[config.mk]
export PLATFORM = sky130hd
export DESIGN_NAME = switch_port_config_regs
export DESIGN_NICKNAME = d
export VERILOG_FILES = /design/src/logic/cfg_regs_pkg.sv /design/src/logic/switch_port_config_regs.sv /design/src/logic/rst_release.sv /design/src/logic/err_flag_bank.sv
export SDC_FILE = /design/constraint.sdc
export NUM_CORES = 1
export LEC_CHECK = 0
export ABC_AREA = 0
export BUFFER_PORTS_ARGS = -buffer_cell sky130_fd_sc_hd__buf_2
export CORE_UTILIZATION = 47
export CTS_CLUSTER_SIZE = 8
export DETAILED_ROUTE_END_ITERATION = 12
export PLACE_DENSITY = 0.76
export RECOVER_POWER = 50
export SYNTH_ARGS = -nofsm -noshare
export SYNTH_HDL_FRONTEND = slang
export SYNTH_SLANG_ARGS = --single-unit
[constraint.sdc]
create_clock -name i_mclk -period 4 [get_ports i_mclk]
set_input_delay 0.6 -clock i_mclk [delete_from_list [all_inputs] [get_ports i_mclk]]
set_output_delay 0.6 -clock i_mclk [all_outputs]
set_load 0.02 [all_outputs]
[src/logic/cfg_regs_pkg.sv]
package cfg_regs_pkg;
  // ----------------------------------------
  // register byte offsets
  // ----------------------------------------
  localparam logic [11:0] SSCAP_OFF = 12'h0f0;
  localparam logic [11:0] SUBSYS_ID_OFF = 12'h0f4;
  localparam logic [11:0] PTR_OFF = 12'h0f8;
  localparam logic [11:0] WIN_OFF = 12'h0fc;
  localparam logic [11:0] ERR_HDR_OFF = 12'h100;
  localparam logic [11:0] UES_OFF = 12'h104;
  // ----------------------------------------
  // fields and reset values
  // ----------------------------------------
  localparam logic [7:0] SS_CAP_ID = 8'h0d;
  localparam logic [7:0] SS_NEXT_RST = 8'h00;
  localparam logic [31:0] SUBSYS_ID_RST = 32'h0000_0000;
  localparam logic [31:0] PTR_RST = 32'h0000_0000;
  localparam logic [31:0] PTR_WMASK = 32'h0000_0ffc;
  localparam logic [15:0] AER_CAP_ID = 16'h0001;
  localparam logic [3:0] AER_CAP_VER = 4'h1;
  localparam logic [11:0] AER_NEXT_RST = 12'h200;
  localparam logic [31:0] UES_RST = 32'h0000_0000;
  // flags that hardware can set: 4,5,12,13,16..20
  localparam logic [31:0] UES_SETTABLE = 32'h001f_3030;
  localparam logic [31:0] UES_SD_BIT = 32'h0000_0020;
  // ----------------------------------------
  // sequencer
  // ----------------------------------------
  typedef enum logic [1:0] {
    ST_IDLE = 2'b00,
    ST_EXT = 2'b01
  } seq_state_e;
endpackage : cfg_regs_pkg

[src/logic/switch_port_config_regs.sv]
`timescale 1ns/1ns
// What this block does
// RULE_01 - capability header low byte reads fixed 0x0d
// RULE_02 - next pointer bits 15:8, reset zero, written only when lock open
// RULE_03 - vendor code 15:0 and subsystem code 31:16, lock-writable, reset zero
// RULE_04 - pointer bits 7:2 pick the dword; bits 1:0 read zero
// RULE_05 - pointer bits 11:8 pick the extended number; bits 31:12 read zero
// RULE_06 - window read returns the register the pointer selects
// RULE_07 - window write lands in the register the pointer selects
// RULE_08 - window byte enables are passed to the target access
// RULE_09 - pointer at the window itself: reads zero, writes dropped
// RULE_10 - pointer at itself: window writes update the pointer
// RULE_11 - sideband window reads return zero, sideband writes do nothing
// RULE_12 - error header: id 0x1, version 0x1, lockable next 0x200
// RULE_13 - detected errors set their status flags
// RULE_14 - surprise down flag held zero unless link reports the capability
// RULE_15 - completion timeout flag is always zero
// RULE_16 - completer abort flag is always zero
// RULE_17 - obsolete bit 0 and reserved ranges read zero
// RULE_18 - flags clear on write of one, survive all but power-on reset
// RULE_19 - masked events are neither logged nor reported
module switch_port_config_regs (
  input wire logic i_mclk,
  input wire logic i_rst_b,
  input wire logic i_por_b,
  input wire logic i_req,
  input wire logic i_wr,
  input wire logic i_sideband,
  input wire logic [11:0] i_addr,
  input wire logic [3:0] i_be,
  input wire logic [31:0] i_wdata,
  output logic o_ack,
  output logic [31:0] o_rdata,
  output logic o_ext_req,
  output logic o_ext_wr,
  output logic [11:0] o_ext_addr,
  output logic [3:0] o_ext_be,
  output logic [31:0] o_ext_wdata,
  input wire logic i_ext_ack,
  input wire logic [31:0] i_ext_rdata,
  input wire logic i_lock_wr_en,
  input wire logic [31:0] i_err_event,
  input wire logic [31:0] i_uncorr_mask,
  input wire logic i_sd_report_capable,
  output logic o_uncorr_report
);
  // ----------------------------------------
  // helpers
  // ----------------------------------------
  function automatic logic [31:0] be_mask(input logic [3:0] be);
    be_mask = {{8{be[3]}}, {8{be[2]}}, {8{be[1]}}, {8{be[0]}}};
  endfunction : be_mask

  function automatic logic [31:0] merge(input logic [31:0] old_v, input logic [31:0] new_v,
                                        input logic [3:0] be);
    merge = (old_v & ~be_mask(be)) | (new_v & be_mask(be));
  endfunction : merge

  function automatic logic is_local(input logic [11:0] a);
    is_local = (a == cfg_regs_pkg::SSCAP_OFF) || (a == cfg_regs_pkg::SUBSYS_ID_OFF) ||
               (a == cfg_regs_pkg::PTR_OFF) || (a == cfg_regs_pkg::ERR_HDR_OFF) ||
               (a == cfg_regs_pkg::UES_OFF);
  endfunction : is_local

  // ----------------------------------------
  // resets
  // ----------------------------------------
  logic rst_b;
  logic por_b;

  rst_release u_rst (
    .i_clk(i_mclk),
    .i_arst_b(i_rst_b),
    .o_rst_b(rst_b)
  );

  rst_release u_por (
    .i_clk(i_mclk),
    .i_arst_b(i_por_b),
    .o_rst_b(por_b)
  );

  // ----------------------------------------
  // registers and decode
  // ----------------------------------------
  cfg_regs_pkg::seq_state_e state_reg;
  logic [7:0] ss_next_reg;
  logic [31:0] subsys_id_reg;
  logic [31:0] ptr_reg;
  logic [11:0] aer_next_reg;
  logic [31:0] flags;
  logic [31:0] flag_clear;
  logic is_win;
  logic [11:0] tgt;
  logic drop;
  logic req_go;
  logic loc_hit;
  logic loc_wr;
  logic ext_go;
  logic [31:0] tgt_old;
  logic [31:0] wr_val;
  logic [31:0] rd_val;

  always_comb begin
    is_win = i_addr[11:2] == cfg_regs_pkg::WIN_OFF[11:2];
    tgt = is_win ? {ptr_reg[11:2], 2'b00} : {i_addr[11:2], 2'b00}; // RULE_04 RULE_05
    drop = is_win && (i_sideband || tgt == cfg_regs_pkg::WIN_OFF); // RULE_09 RULE_11
    req_go = i_req && (state_reg == cfg_regs_pkg::ST_IDLE);
    loc_hit = is_local(tgt);
    loc_wr = req_go && i_wr && !drop && loc_hit; // RULE_07
    ext_go = req_go && is_win && !drop && !loc_hit; // RULE_06 RULE_07
  end

  always_comb begin
    case (tgt)
      cfg_regs_pkg::SSCAP_OFF: tgt_old = {16'h0000, ss_next_reg, cfg_regs_pkg::SS_CAP_ID}; // RULE_01
      cfg_regs_pkg::SUBSYS_ID_OFF: tgt_old = subsys_id_reg;
      cfg_regs_pkg::PTR_OFF: tgt_old = ptr_reg & cfg_regs_pkg::PTR_WMASK; // RULE_04 RULE_05
      cfg_regs_pkg::ERR_HDR_OFF: begin
        tgt_old = {aer_next_reg, cfg_regs_pkg::AER_CAP_VER, cfg_regs_pkg::AER_CAP_ID}; // RULE_12
      end
      cfg_regs_pkg::UES_OFF: tgt_old = flags; // RULE_15 RULE_16 RULE_17
      default: tgt_old = 32'h0000_0000;
    endcase
    wr_val = merge(tgt_old, i_wdata, i_be); // RULE_08
    rd_val = (drop || !loc_hit) ? 32'h0000_0000 : (tgt_old & be_mask(i_be)); // RULE_06 RULE_08
    flag_clear = (loc_wr && tgt == cfg_regs_pkg::UES_OFF) ? (i_wdata & be_mask(i_be))
                                                           : 32'h0000_0000; // RULE_18
  end

  // ----------------------------------------
  // writable fields
  // ----------------------------------------
  always_ff @(posedge i_mclk or negedge rst_b) begin
    if (!rst_b) begin
      ss_next_reg <= cfg_regs_pkg::SS_NEXT_RST;
    end else if (loc_wr && tgt == cfg_regs_pkg::SSCAP_OFF && i_lock_wr_en) begin
      ss_next_reg <= wr_val[15:8]; // RULE_02
    end
  end

  always_ff @(posedge i_mclk or negedge rst_b) begin
    if (!rst_b) begin
      subsys_id_reg <= cfg_regs_pkg::SUBSYS_ID_RST;
    end else if (loc_wr && tgt == cfg_regs_pkg::SUBSYS_ID_OFF && i_lock_wr_en) begin
      subsys_id_reg <= wr_val; // RULE_03
    end
  end

  always_ff @(posedge i_mclk or negedge rst_b) begin
    if (!rst_b) begin
      ptr_reg <= cfg_regs_pkg::PTR_RST;
    end else if (loc_wr && tgt == cfg_regs_pkg::PTR_OFF) begin
      ptr_reg <= wr_val & cfg_regs_pkg::PTR_WMASK; // RULE_10
    end
  end

  always_ff @(posedge i_mclk or negedge rst_b) begin
    if (!rst_b) begin
      aer_next_reg <= cfg_regs_pkg::AER_NEXT_RST;
    end else if (loc_wr && tgt == cfg_regs_pkg::ERR_HDR_OFF && i_lock_wr_en) begin
      aer_next_reg <= wr_val[31:20]; // RULE_12
    end
  end

  // ----------------------------------------
  // status flags, kept on the power-on reset
  // ----------------------------------------
  err_flag_bank u_flags (
    .i_clk(i_mclk),
    .i_rst_b(por_b),
    .i_event(i_err_event),
    .i_mask(i_uncorr_mask),
    .i_clear(flag_clear),
    .i_sd_capable(i_sd_report_capable),
    .o_flags(flags),
    .o_report(o_uncorr_report)
  );

  // ----------------------------------------
  // answer sequencer
  // ----------------------------------------
  always_ff @(posedge i_mclk or negedge rst_b) begin
    if (!rst_b) begin
      state_reg <= cfg_regs_pkg::ST_IDLE;
    end else begin
      case (state_reg)
        cfg_regs_pkg::ST_IDLE: begin
          if (ext_go) begin
            state_reg <= cfg_regs_pkg::ST_EXT;
          end
        end
        cfg_regs_pkg::ST_EXT: begin
          if (i_ext_ack) begin
            state_reg <= cfg_regs_pkg::ST_IDLE;
          end
        end
        default: state_reg <= cfg_regs_pkg::ST_IDLE;
      endcase
    end
  end

  always_ff @(posedge i_mclk or negedge rst_b) begin
    if (!rst_b) begin
      o_ack <= 1'b0;
      o_rdata <= 32'h0000_0000;
    end else if (req_go && !ext_go) begin
      o_ack <= 1'b1;
      o_rdata <= i_wr ? 32'h0000_0000 : rd_val;
    end else if (state_reg == cfg_regs_pkg::ST_EXT && i_ext_ack) begin
      o_ack <= 1'b1;
      o_rdata <= i_ext_rdata; // RULE_06
    end else begin
      o_ack <= 1'b0;
      o_rdata <= 32'h0000_0000;
    end
  end

  // forward window accesses that fall outside this bank
  always_ff @(posedge i_mclk or negedge rst_b) begin
    if (!rst_b) begin
      o_ext_req <= 1'b0;
      o_ext_wr <= 1'b0;
      o_ext_addr <= 12'h000;
      o_ext_be <= 4'h0;
      o_ext_wdata <= 32'h0000_0000;
    end else if (ext_go) begin
      o_ext_req <= 1'b1;
      o_ext_wr <= i_wr; // RULE_07
      o_ext_addr <= tgt;
      o_ext_be <= i_be; // RULE_08
      o_ext_wdata <= i_wdata;
    end else begin
      o_ext_req <= 1'b0;
    end
  end

  // ----------------------------------------
  // checks
  // ----------------------------------------
  property p_cap_id;
    @(posedge i_mclk) disable iff (!rst_b)
      req_go && !i_wr && !drop && tgt == cfg_regs_pkg::SSCAP_OFF && i_be[0]
      |=> o_ack && o_rdata[7:0] == 8'h0d;
  endproperty
  a_cap_id: assert property (p_cap_id) else $error("capability id wrong"); // RULE_01

  property p_ptr_reserved;
    @(posedge i_mclk) disable iff (!rst_b)
      ptr_reg[1:0] == 2'b00 && ptr_reg[31:12] == 20'h00000;
  endproperty
  a_ptr_reserved: assert property (p_ptr_reserved) else $error("pointer reserved set"); // RULE_05

  property p_self_zero;
    @(posedge i_mclk) disable iff (!rst_b)
      req_go && !i_wr && drop |=> o_ack && o_rdata == 32'h0000_0000;
  endproperty
  a_self_zero: assert property (p_self_zero) else $error("dropped read not zero"); // RULE_09

  property p_ptr_self;
    @(posedge i_mclk) disable iff (!rst_b)
      req_go && i_wr && is_win && !i_sideband && tgt == cfg_regs_pkg::PTR_OFF && i_be == 4'hf
      |=> ptr_reg == ($past(i_wdata) & 32'h0000_0ffc);
  endproperty
  a_ptr_self: assert property (p_ptr_self) else $error("pointer self write lost"); // RULE_10

  property p_sideband;
    @(posedge i_mclk) disable iff (!rst_b)
      req_go && is_win && i_sideband
      |=> !o_ext_req && o_rdata == 32'h0000_0000 && ptr_reg == $past(ptr_reg)
          && subsys_id_reg == $past(subsys_id_reg);
  endproperty
  a_sideband: assert property (p_sideband) else $error("sideband window acted"); // RULE_11

  property p_forward;
    @(posedge i_mclk) disable iff (!rst_b)
      ext_go |=> o_ext_req && o_ext_wr == $past(i_wr) && o_ext_be == $past(i_be)
                 && o_ext_addr == {$past(ptr_reg[11:2]), 2'b00} ##1 !o_ext_req;
  endproperty
  a_forward: assert property (p_forward) else $error("forward wrong"); // RULE_08

  property p_aer_hdr;
    @(posedge i_mclk) disable iff (!rst_b)
      req_go && !i_wr && !drop && tgt == cfg_regs_pkg::ERR_HDR_OFF && i_be == 4'hf
      |=> o_rdata[19:0] == 20'h10001;
  endproperty
  a_aer_hdr: assert property (p_aer_hdr) else $error("error header wrong"); // RULE_12

  property p_lock;
    @(posedge i_mclk) disable iff (!rst_b)
      !i_lock_wr_en |=> subsys_id_reg == $past(subsys_id_reg)
          && ss_next_reg == $past(ss_next_reg) && aer_next_reg == $past(aer_next_reg);
  endproperty
  a_lock: assert property (p_lock) else $error("locked field written"); // RULE_03

  property p_ext_answer;
    @(posedge i_mclk) disable iff (!rst_b)
      state_reg == cfg_regs_pkg::ST_EXT && i_ext_ack
      |=> o_ack && o_rdata == $past(i_ext_rdata) && state_reg == cfg_regs_pkg::ST_IDLE;
  endproperty
  a_ext_answer: assert property (p_ext_answer) else $error("forwarded answer lost"); // RULE_06

  property p_unmapped;
    @(posedge i_mclk) disable iff (!rst_b)
      req_go && !is_win && !loc_hit |=> o_ack && o_rdata == 32'h0000_0000 && !o_ext_req;
  endproperty
  a_unmapped: assert property (p_unmapped) else $error("unmapped access acted");
endmodule : switch_port_config_regs

[src/logic/rst_release.sv]
`timescale 1ns/1ns
module rst_release (
  input wire logic i_clk,
  input wire logic i_arst_b,
  output logic o_rst_b
);
  logic stage_reg;

  // assert at once, release after two edges
  always_ff @(posedge i_clk or negedge i_arst_b) begin
    if (!i_arst_b) begin
      stage_reg <= 1'b0;
      o_rst_b <= 1'b0;
    end else begin
      stage_reg <= 1'b1;
      o_rst_b <= stage_reg;
    end
  end
endmodule : rst_release

[src/logic/err_flag_bank.sv]
`timescale 1ns/1ns
module err_flag_bank (
  input wire logic i_clk,
  input wire logic i_rst_b,
  input wire logic [31:0] i_event,
  input wire logic [31:0] i_mask,
  input wire logic [31:0] i_clear,
  input wire logic i_sd_capable,
  output logic [31:0] o_flags,
  output logic o_report
);
  logic [31:0] keep;
  logic [31:0] set_vec;

  always_comb begin
    keep = i_sd_capable ? 32'hffff_ffff : ~cfg_regs_pkg::UES_SD_BIT; // RULE_14
    set_vec = i_event & ~i_mask & cfg_regs_pkg::UES_SETTABLE & keep; // RULE_13 RULE_19
  end

  // sticky: only the power-on reset reaches here; set beats clear
  always_ff @(posedge i_clk or negedge i_rst_b) begin
    if (!i_rst_b) begin
      o_flags <= cfg_regs_pkg::UES_RST;
    end else begin
      o_flags <= ((o_flags & ~i_clear) | set_vec) & keep; // RULE_18
    end
  end

  always_ff @(posedge i_clk or negedge i_rst_b) begin
    if (!i_rst_b) begin
      o_report <= 1'b0;
    end else begin
      o_report <= |set_vec; // RULE_19
    end
  end

  property p_set_wins;
    @(posedge i_clk) disable iff (!i_rst_b)
      set_vec[4] && i_clear[4] |=> o_flags[4];
  endproperty
  a_set_wins: assert property (p_set_wins) else $error("set lost to clear"); // RULE_18

  property p_masked;
    @(posedge i_clk) disable iff (!i_rst_b)
      i_event[12] && i_mask[12] && !o_flags[12] |=> !o_flags[12];
  endproperty
  a_masked: assert property (p_masked) else $error("masked event logged"); // RULE_19

  property p_fixed_zero;
    @(posedge i_clk) disable iff (!i_rst_b)
      o_flags[15:14] == 2'b00 && o_flags[3:0] == 4'h0 && o_flags[31:21] == 11'h000;
  endproperty
  a_fixed_zero: assert property (p_fixed_zero) else $error("fixed bit set"); // RULE_15

  property p_sd_gate;
    @(posedge i_clk) disable iff (!i_rst_b)
      !i_sd_capable |=> !o_flags[5];
  endproperty
  a_sd_gate: assert property (p_sd_gate) else $error("surprise down set"); // RULE_14
endmodule : err_flag_bank

==> impl_metrics.json, run 1 <==
{
  "power_frac_comb": 0.053,
  "ys_warn_count": 0,
  "io-pin-count": 237,
  "drc": 0,
  "end_kind": "register",
  "holdCritPathClass": "reg2reg",
  "die_x_um": 135,
  "max_stage_delay_ns": 0.51,
  "fin_skew_ns": 0.0155,
  "syn_avg_cell_area_um2": 11.0,
  "grt_pass1_wl_um": 35900,
  "cp_cell_sequence": "buf_2, nand4bb_4, o41ai_1, o211ai_2, buf_4, nor3_4, buf_12, a221oi_1, o21ai_0",
  "ys_seq_elements": 181,
  "cts-root-buf": "clkbuf_16",
  "p_switching_mw": 0.838,
  "clock_tree.buffer_depth": 2,
  "cts_buffers": 17,
  "synth_ff_type": "dfrtp_1",
  "crit_type": "in2reg",
  "power.density_nw_per_um2": 376,
  "crit_required_ns": 4.28,
  "relSlewSlack": -0.883,
  "slew_violations": 102,
  "p_int_mw": 2.94,
  "setup_tns_ns": 0,
  "p_sw_frac": 0.222,
  "rsz0062_at_grt": "no",
  "initial_core_util": 0.481,
  "grt_overflow": 0,
  "critical_path_arrival_ns": 3.30,
  "synth_cells": 754,
  "fin_nets": 1091,
  "antenna_found_initial": 0,
  "finalSetupViolCount": 0,
  "wl_um": 22600,
  "syn_area_um2": 8330,
  "synth_commonest_cells": "dfrtp_1, nand2_1, o21ai_0, mux2_2, nor2_1",
  "fillers": 1532,
  "clk_latency_ns": 0.43,
  "synth-edff-count": 0,
  "dp_hpwl_um": 15600,
  "synthDominantCellAreaShare": 0.541,
  "synth_area_leaders": "dfrtp_1, mux2_2, o21ai_0",
  "synth_most_common_cell": "dfrtp_1",
  "hold_viol_final": 0,
  "finalPower_mw": 3.78,
  "drt_iter0_markers": 600,
  "h-tree-depth": 4,
  "critical_path.slowest_cell": "o41ai_1",
  "violations": "capacitance limit, slew limit",
  "place.gp.congestion": 0.878,
  "tightest_slew_ns": 2.83,
  "synth_cell_type_count": 64,
  "yosysTopAreaCell": "dfrtp_1",
  "portBuffers": 186,
  "seqPwrFrac": 0.492,
  "detail-route-antenna-nets": 0,
  "fmax_mhz": 331,
  "clock_power_share": 0.455,
  "layout_setup_ws_ns": 0.979,
  "async_reset_ff_frac": 1.00,
  "p_leak_nw": 4.61,
  "max-vdd-ir-drop_uv": 318,
  "outcome": "finished, violations left",
  "cts.reportedPaths.clkPinSlew_ns": 0.06,
  "drive_above_1_share": 0.235,
  "grt_pass1_vias": 6735,
  "worstRegToRegCells": 7,
  "wire_per_inst_um": 19.2,
  "core_area_um2": 17300,
  "grt_max_degree": 78,
  "period_share": 0.755,
  "dr.pass1.iters": 6,
  "hold_depth": 0,
  "row_count": 48,
  "path_max_fanout": 21,
  "post-route-min-period_ns": 3.02,
  "syn2layout_area_growth_pct": 20.7,
  "start_kind": "input port",
  "ys_seq_area_frac": 0.544,
  "vias_per_cell": 5.82,
  "grt_usage": 0.258,
  "cap_viol_max_count": 2,
  "clkSinkCount": 181,
  "num_vias": 6848,
  "die_area_um2": 18300,
  "pre_cts_ws_ns": 0.575,
  "cts_tree": "yes",
  "die_h_um": 135
}
critical path, delay by kind of cell:
kind | cells | cell delay (ns)
AOI/OAI and AO/OA | 4 | 1.35
and+or+nand+nor | 2 | 0.69
buffers and inverters | 3 | 0.65
cell type report:
| type | instances | area (um2) | share of cell area |
|---|---|---|---|
| inverters | 15 | 56.3 | 0.00560 |
| well taps | 225 | 282 | 0.0280 |
| flip-flops and latches | 181 | 4530 | 0.451 |
| multi-input cells | 513 | 3530 | 0.351 |
| clock inverters | 8 | 125 | 0.0124 |
| diodes | 1 | 2.50 | 0.000249 |
| clock buffers | 23 | 478 | 0.0475 |
| repair buffers | 210 | 1050 | 0.104 |
metal layers:
metal	vias up	GRT usage	routed length, um
met5	-	0	0
met4	0	0.0993	480
met3	40	0.0488	1480
met2	303	0.395	10400
met1	3356	0.363	10200
li1	3149	-	-
kinds of logic after synthesis:
| logic type | count (synthesis) | synth area share |
|---|---|---|
| flip-flops | 181 | 0.544 |
| buffers and inverters | 62 | 0.0367 |
| multiplexers | 60 | 0.0781 |
| other | 2 | 0.000902 |
| AO/OA/AOI/OAI | 224 | 0.192 |
| AND/OR/NAND/NOR | 225 | 0.148 |
per-stage QoR:
stage	cells	hold slack, ns	area, um2	utilization
finish	1176	0.350	10100	0.581
global route	1175	0.358	10000	0.581
CTS	1175	0.316	10200	0.587
detailed placement	1142	0.313	9540	0.551
global placement	1142	0.311	9540	0.551
floorplan	756	0.304	8330	-
worst paths after layout:
path                                 startpoint                end  slack (ns)
worst min-delay path            u_por.stage_reg      u_por.o_rst_b        0.35
worst max-delay path                 i_addr[10]         o_rdata[6]        0.98
worst min register to register  u_por.stage_reg      u_por.o_rst_b        0.35
min in group asynchronous               i_por_b    u_por.stage_reg        0.48
worst max register to register       ptr_reg[3]  subsys_id_reg[21]        1.00
max in group asynchronous         u_rst.o_rst_b    o_ext_wdata[25]        1.16
power groups by stage:
stage	Sequential [mW]	Combinational [mW]	Clock [mW]
2_1_floorplan	1.91	0.0751	0
6_report	1.86	0.200	1.72
5_1_grt	1.86	0.220	1.82
3_5_place_dp	1.90	0.200	0
4_1_cts	1.86	0.202	1.75
3_3_place_gp	1.89	0.198	0
placed cells by master (no fill, tap or decap), types with 5 or more instances in the layout:
cell,synthesis,routed
a2111oi_0,6,6
a211oi_1,12,11
a21boi_0,20,20
a21oi_1,20,19
a221oi_1,18,18
and2_1,23,23
and3_1,10,10
buf_2,9,104
buf_4,8,18
clkbuf_1,24,86
clkbuf_16,0,17
dfrtp_1,180,180
inv_1,15,15
mux2_2,40,40
mux2i_1,20,20
nand2_1,80,80
nand2b_1,13,13
nand3_1,15,15
nand4_1,7,7
nor2_1,29,29
nor2b_1,12,12
nor3_1,8,7
nor4b_1,6,6
o211ai_1,9,9
o21ai_0,73,73
o2bb2ai_1,5,5
o31ai_1,22,22
what timing repair did:
item                                   4_1_cts  5_1_grt
setup buffers                                0        0
hold buffers                                 2        0
resized for setup                            0        0
endpoints found under the hold margin        4        0
(Power assumes the default switching activity.)
==> run 2: changes to the inputs <==
- clock period: 4 -> 2.5 ns (I/O delays scaled with it)
==> impl_metrics.json, run 2 (synthesized netlist as in run 1, its figures left out) <==
{
  "h-tree-depth": 4,
  "fin_skew_ns": 0.0106,
  "die_x_um": 135,
  "clock_tree.buffer_depth": 2,
  "detail-route-antenna-nets": 0,
  "wl_um": 23100,
  "hold_viol_final": 0,
  "io-pin-count": 237,
  "die_area_um2": 18300,
  "place.gp.congestion": 0.871,
  "critPathBufInv": 1,
  "num_vias": 7224,
  "period_share": 0.970,
  "utilization": 0.630,
  "layout_commonest_cell": "dfrtp_1",
  "vias_per_cell": 5.68,
  "fin_nets": 1187,
  "slew_violations": 44,
  "max_stage_delay_ns": 0.46,
  "wire_per_inst_um": 18.2,
  "drc": 0,
  "cts_buffers": 17,
  "grt_max_degree": 54,
  "grt_usage": 0.264,
  "post-route-min-period_ns": 2.42,
  "clkSinkCount": 181,
  "critical_path_arrival_ns": 2.75,
  "tightest_slew_ns": 1.81,
  "cap_viol_max_count": 1,
  "power.density_nw_per_um2": 540,
  "dp_hpwl_um": 16600,
  "final_cell_mix": "dfrtp_1, buf_2, buf_4",
  "grt_pass1_vias": 7111,
  "dr.pass1.iters": 5,
  "syn2layout_area_growth_pct": 30.9,
  "finalSetupViolCount": 0,
  "end_kind": "register",
  "violations": "capacitance limit, slew limit",
  "drive_above_1_share": 0.353,
  "portBuffers": 186,
  "start_kind": "register",
  "row_count": 48,
  "p_leak_nw": 5.30,
  "cts_tree": "yes",
  "path_max_fanout": 17,
  "core_area_um2": 17300,
  "antenna_cells": 0,
  "holdCritPathClass": "in2reg",
  "outcome": "finished, violations left",
  "cts-root-buf": "clkbuf_16",
  "crit_required_ns": 2.83,
  "relSlewSlack": -0.206,
  "critical_path.slowest_cell": "dfrtp_1",
  "crit_top_cell": "o21ai_0",
  "rsz0062_at_grt": "yes",
  "drt_iter0_markers": 464,
  "cts.reportedPaths.clkPinSlew_ns": 0.06,
  "initial_core_util": 0.481,
  "max-vdd-ir-drop_uv": 466,
  "fmax_mhz": 413,
  "cpLargestDelayFamily": "simple AND/OR/NAND/NOR gates",
  "grt_overflow": 0,
  "die_h_um": 135,
  "setup_tns_ns": 0,
  "clk_latency_ns": 0.43,
  "antenna_found_initial": 0,
  "crit_type": "reg2reg",
  "grt_pass1_wl_um": 37000,
  "cp_cell_sequence": "and4b_1, a41oi_1, o21ai_0, or3_1, buf_12, or2_2, o21ai_0"
}
[run 2: worst paths after layout]
kind,cells past startpoint,start,to,slack [ns]
max in group asynchronous,1,u_rst.o_rst_b,aer_next_reg[9],0.45
min in group asynchronous,2,i_rst_b,u_rst.stage_reg,0.25
min,2,i_ext_ack,state_reg[0],0.14
max reg2reg,7,ptr_reg[7],ptr_reg[10],0.08
max,7,ptr_reg[7],ptr_reg[10],0.08
min reg2reg,0,u_por.stage_reg,u_por.o_rst_b,0.35
[run 2: final cells by class]
type | count | area, um2
Multi-Input combinational cell | 513 | 3580
Timing Repair Buffer | 306 | 1900
Tap cell | 225 | 282
Fill cell | 1409 | 6400
Sequential cell | 181 | 4530
Clock buffer | 23 | 468
Clock inverter | 8 | 77.6
Inverter | 15 | 56.3
[run 2: per-layer routing]
layer	vias up	GRT usage	part of all wire
li1	3344	-	-
met5	-	0	0
met2	309	0.428	0.48
met4	0	0.0893	0.019
met3	33	0.0454	0.061
met1	3538	0.358	0.44
[run 2: report_power, final]
group	switching (mW)	total (mW)	internal, mW
combinational	0.224	0.382	0.158
clock	1.11	2.53	1.42
sequential	0.0225	2.97	2.94
[run 2: through the flow]
stage | hold slack [ns] | setup WS, ns | instances | cell area, um2 | power, mW
global route | 0.145 | -0.0311 | 1271 | 10900 | 6.07
floorplan | 0.0794 | -0.00628 | 756 | 8370 | 3.18
detailed placement | 0.162 | -0.180 | 1238 | 10400 | 3.41
CTS | 0.127 | 0.0811 | 1271 | 10900 | 5.93
global placement | 0.162 | -0.130 | 1238 | 10400 | 3.40
finish | 0.142 | 0.0759 | 1271 | 10900 | 5.88
[run 2: timing repair]
| item | CTS | global route |
|---|---|---|
| hold buffers | 2 | 0 |
| resized for setup | 0 | 3 |
| hold endpoints to repair | 4 | 0 |
| setup endpoints to repair | 0 | 5 |
| buffers inserted | 0 | 0 |
==> run 3: changes to the inputs <==
- BUFFER_PORTS_ARGS: -buffer_cell sky130_fd_sc_hd__buf_2 -> unset
- CORE_UTILIZATION: 47 -> 55
- DONT_BUFFER_PORTS: unset -> 1
- PLACE_DENSITY: 0.76 -> 0.73
- SYNTH_HIERARCHICAL: unset -> 1
==> impl_metrics.json, run 3 <==
{
  "crit_type": "reg2reg",
  "setup_tns_ns": 0,
  "core_area_um2": 15400,
  "rsz0062_at_grt": "no",
  "die_area_um2": 16500,
  "layout_setup_ws_ns": 0.119,
  "dp_cells": 1149,
  "drt_iter0_markers": 791,
  "whs_endpoint": "o_ext_wdata[18]",
  "grt_pass1_wl_um": 41400,
  "layout_commonest_cell": "nand2_1",
  "synthSimpleGateAreaFrac": 0.216,
  "cts_tree": "yes",
  "row_count": 45,
  "detail-route-antenna-nets": 0,
  "cts_buffers": 17,
  "crit_top_cell": "buf_4",
  "ys_seq_area_frac": 0.517,
  "relSlewSlack": 0.125,
  "drc": 0,
  "synth_compound_area_frac": 0.195,
  "max_stage_delay_ns": 0.61,
  "synth_most_common_cell": "nand2_1",
  "cap_viol_max_count": 0,
  "async_reset_ff_frac": 1.00,
  "worstRegToRegCells": 8,
  "seqPwrFrac": 0.492,
  "critical_path.slowest_cell": "a2111oi_0",
  "die_x_um": 128,
  "p_switching_mw": 1.40,
  "synthDominantCellAreaShare": 0.514,
  "synth-edff-count": 0,
  "grt_pass1_vias": 7392,
  "synth_cells": 899,
  "vias_per_cell": 6.25,
  "h-tree-depth": 4,
  "post-route-min-period_ns": 2.38,
  "antenna_cells": 0,
  "dp_hpwl_um": 19000,
  "drive_above_1_share": 0.201,
  "portBuffers": 0,
  "tightest_slew_ns": 1.31,
  "syn_avg_cell_area_um2": 9.76,
  "grt_max_degree": 90,
  "yosysTopAreaCell": "dfrtp_1",
  "max-vdd-ir-drop_uv": 446,
  "clock_power_share": 0.458,
  "utilization": 0.666,
  "clk_latency_ns": 0.43,
  "final_cell_mix": "nand2_1, dfrtp_1, buf_4",
  "synth_ff_type": "dfrtp_1",
  "end_kind": "register",
  "hold_viol_final": 0,
  "period_share": 0.952,
  "synth_area_leaders": "dfrtp_1, nand2_1, o21ai_0",
  "power.density_nw_per_um2": 588,
  "stdcell_area_um2": 10200,
  "place.gp.congestion": 0.920,
  "grt_usage": 0.336,
  "r2r_slack_ns": 0.12,
  "num_vias": 7396,
  "stdcell_count": 1183,
  "p_sw_frac": 0.232,
  "cp_cell_sequence": "o211ai_1, o41ai_2, buf_4, nor2b_1, buf_4, and3_1, a2111oi_0, o31ai_1",
  "slew_violations": 0,
  "synth_commonest_cells": "nand2_1, dfrtp_1, o21ai_0, nor2b_1, and2_1",
  "ys_seq_elements": 181,
  "critPathBufInv": 2,
  "fillers": 1226,
  "fmax_mhz": 420,
  "p_int_mw": 4.62,
  "io-pin-count": 237,
  "outcome": "complete, no violations",
  "cts.reportedPaths.clkPinSlew_ns": 0.07,
  "die_h_um": 128,
  "hold_depth": 2,
  "finalSetupViolCount": 0,
  "holdCritPathClass": "in2reg",
  "start_kind": "register",
  "cts-root-buf": "clkbuf_16",
  "timing.rr.end": "subsys_id_reg[14]",
  "holdCritStartpoint": "i_wdata[18]",
  "critical_path_arrival_ns": 2.66,
  "synth.area.mux_share": 0.0314,
  "fin_skew_ns": 0.00854,
  "whs_ns": 0.0455,
  "clkSinkCount": 181,
  "initial_core_util": 0.571,
  "crit_required_ns": 2.78,
  "syn2layout_area_growth_pct": 16.8,
  "finalPower_mw": 6.02,
  "clock_tree.buffer_depth": 2,
  "p_leak_nw": 4.72,
  "syn_area_um2": 8770,
  "ys_warn_count": 6,
  "dr.pass1.iters": 6,
  "fin_nets": 1112,
  "wire_per_inst_um": 22.3,
  "power_frac_comb": 0.049,
  "path_max_fanout": 19,
  "pre_cts_ws_ns": -0.352,
  "wl_um": 26400,
  "dpl_cell_area_um2": 9620,
  "r2r-start": "ptr_reg[11]",
  "synth_cell_type_count": 75,
  "antenna_found_initial": 0,
  "cts_setup_buffers": 0,
  "synth_top_family_by_area": "simple AND/OR/NAND/NOR gates",
  "synth_fa_ha_area_frac": 0,
  "synth_xor_area_frac": 0,
  "grt_overflow": 0,
  "cpLargestDelayFamily": "compound AO/OA/AOI/OAI gates"
}
run 3: changes by cell type after synthesis, moves of 16 or more:
cell	change
nand2_1	+110
mux2_2	-29
a221oi_1	-16
nor2b_1	+30
a21boi_0	-19
run 3: kinds of logic (layout without fill, tap and decap cells):
family	count (synthesis)	in the layout
flip-flops	181	181
AO/OA/AOI/OAI	244	244
buffers and inverters	76	148
multiplexers	26	26
AND/OR/NAND/NOR	369	369
other	3	4
run 3: how the worst max path moves through the flow:
stage / startpoint / to / slack, ns / cells past startpoint
after floorplan: i_addr[8] / ptr_reg[11] / -0.09 / 8
after global placement: i_addr[8] / o_rdata[11] / -0.33 / 7
after detailed placement: i_addr[8] / o_rdata[11] / -0.35 / 7
after CTS: i_addr[8] / o_rdata[11] / 0.09 / 7
after global routing: ptr_reg[2] / o_rdata[11] / 0.007 / 6
final: ptr_reg[11] / subsys_id_reg[14] / 0.12 / 8
run 3: timing repair:
item / CTS / global route
resized for setup: 0 / 4
endpoints found under the hold margin: 4 / 0
hold buffers: 2 / 0
setup endpoints to repair: 0 / 2
run 3: final cells by class:
cell class | instances | area [um2] | area share
flip-flops and latches | 181 | 4540 | 0.443
clock inverters | 11 | 139 | 0.0136
clock buffers | 21 | 470 | 0.0459
multi-input cells | 643 | 3980 | 0.388
repair buffers | 95 | 776 | 0.0757
well taps | 211 | 264 | 0.0258
inverters | 21 | 78.8 | 0.00770
run 3: power by group through the flow:
stage	Combinational, mW	Sequential [mW]	Clock [mW]
finish	0.298	2.96	2.76
global route	0.326	2.97	2.90
CTS	0.301	2.96	2.78
detailed placement	0.297	3.02	0
global placement	0.290	3.02	0
floorplan	0.166	3.06	0
run 3: routing by layer:
metal	vias up	routed length, um	GRT usage
li1	3301	-	-
met1	3629	11600	0.482
met2	421	11600	0.496
met3	45	2630	0.0851
met4	0	657	0.108
met5	-	0	0
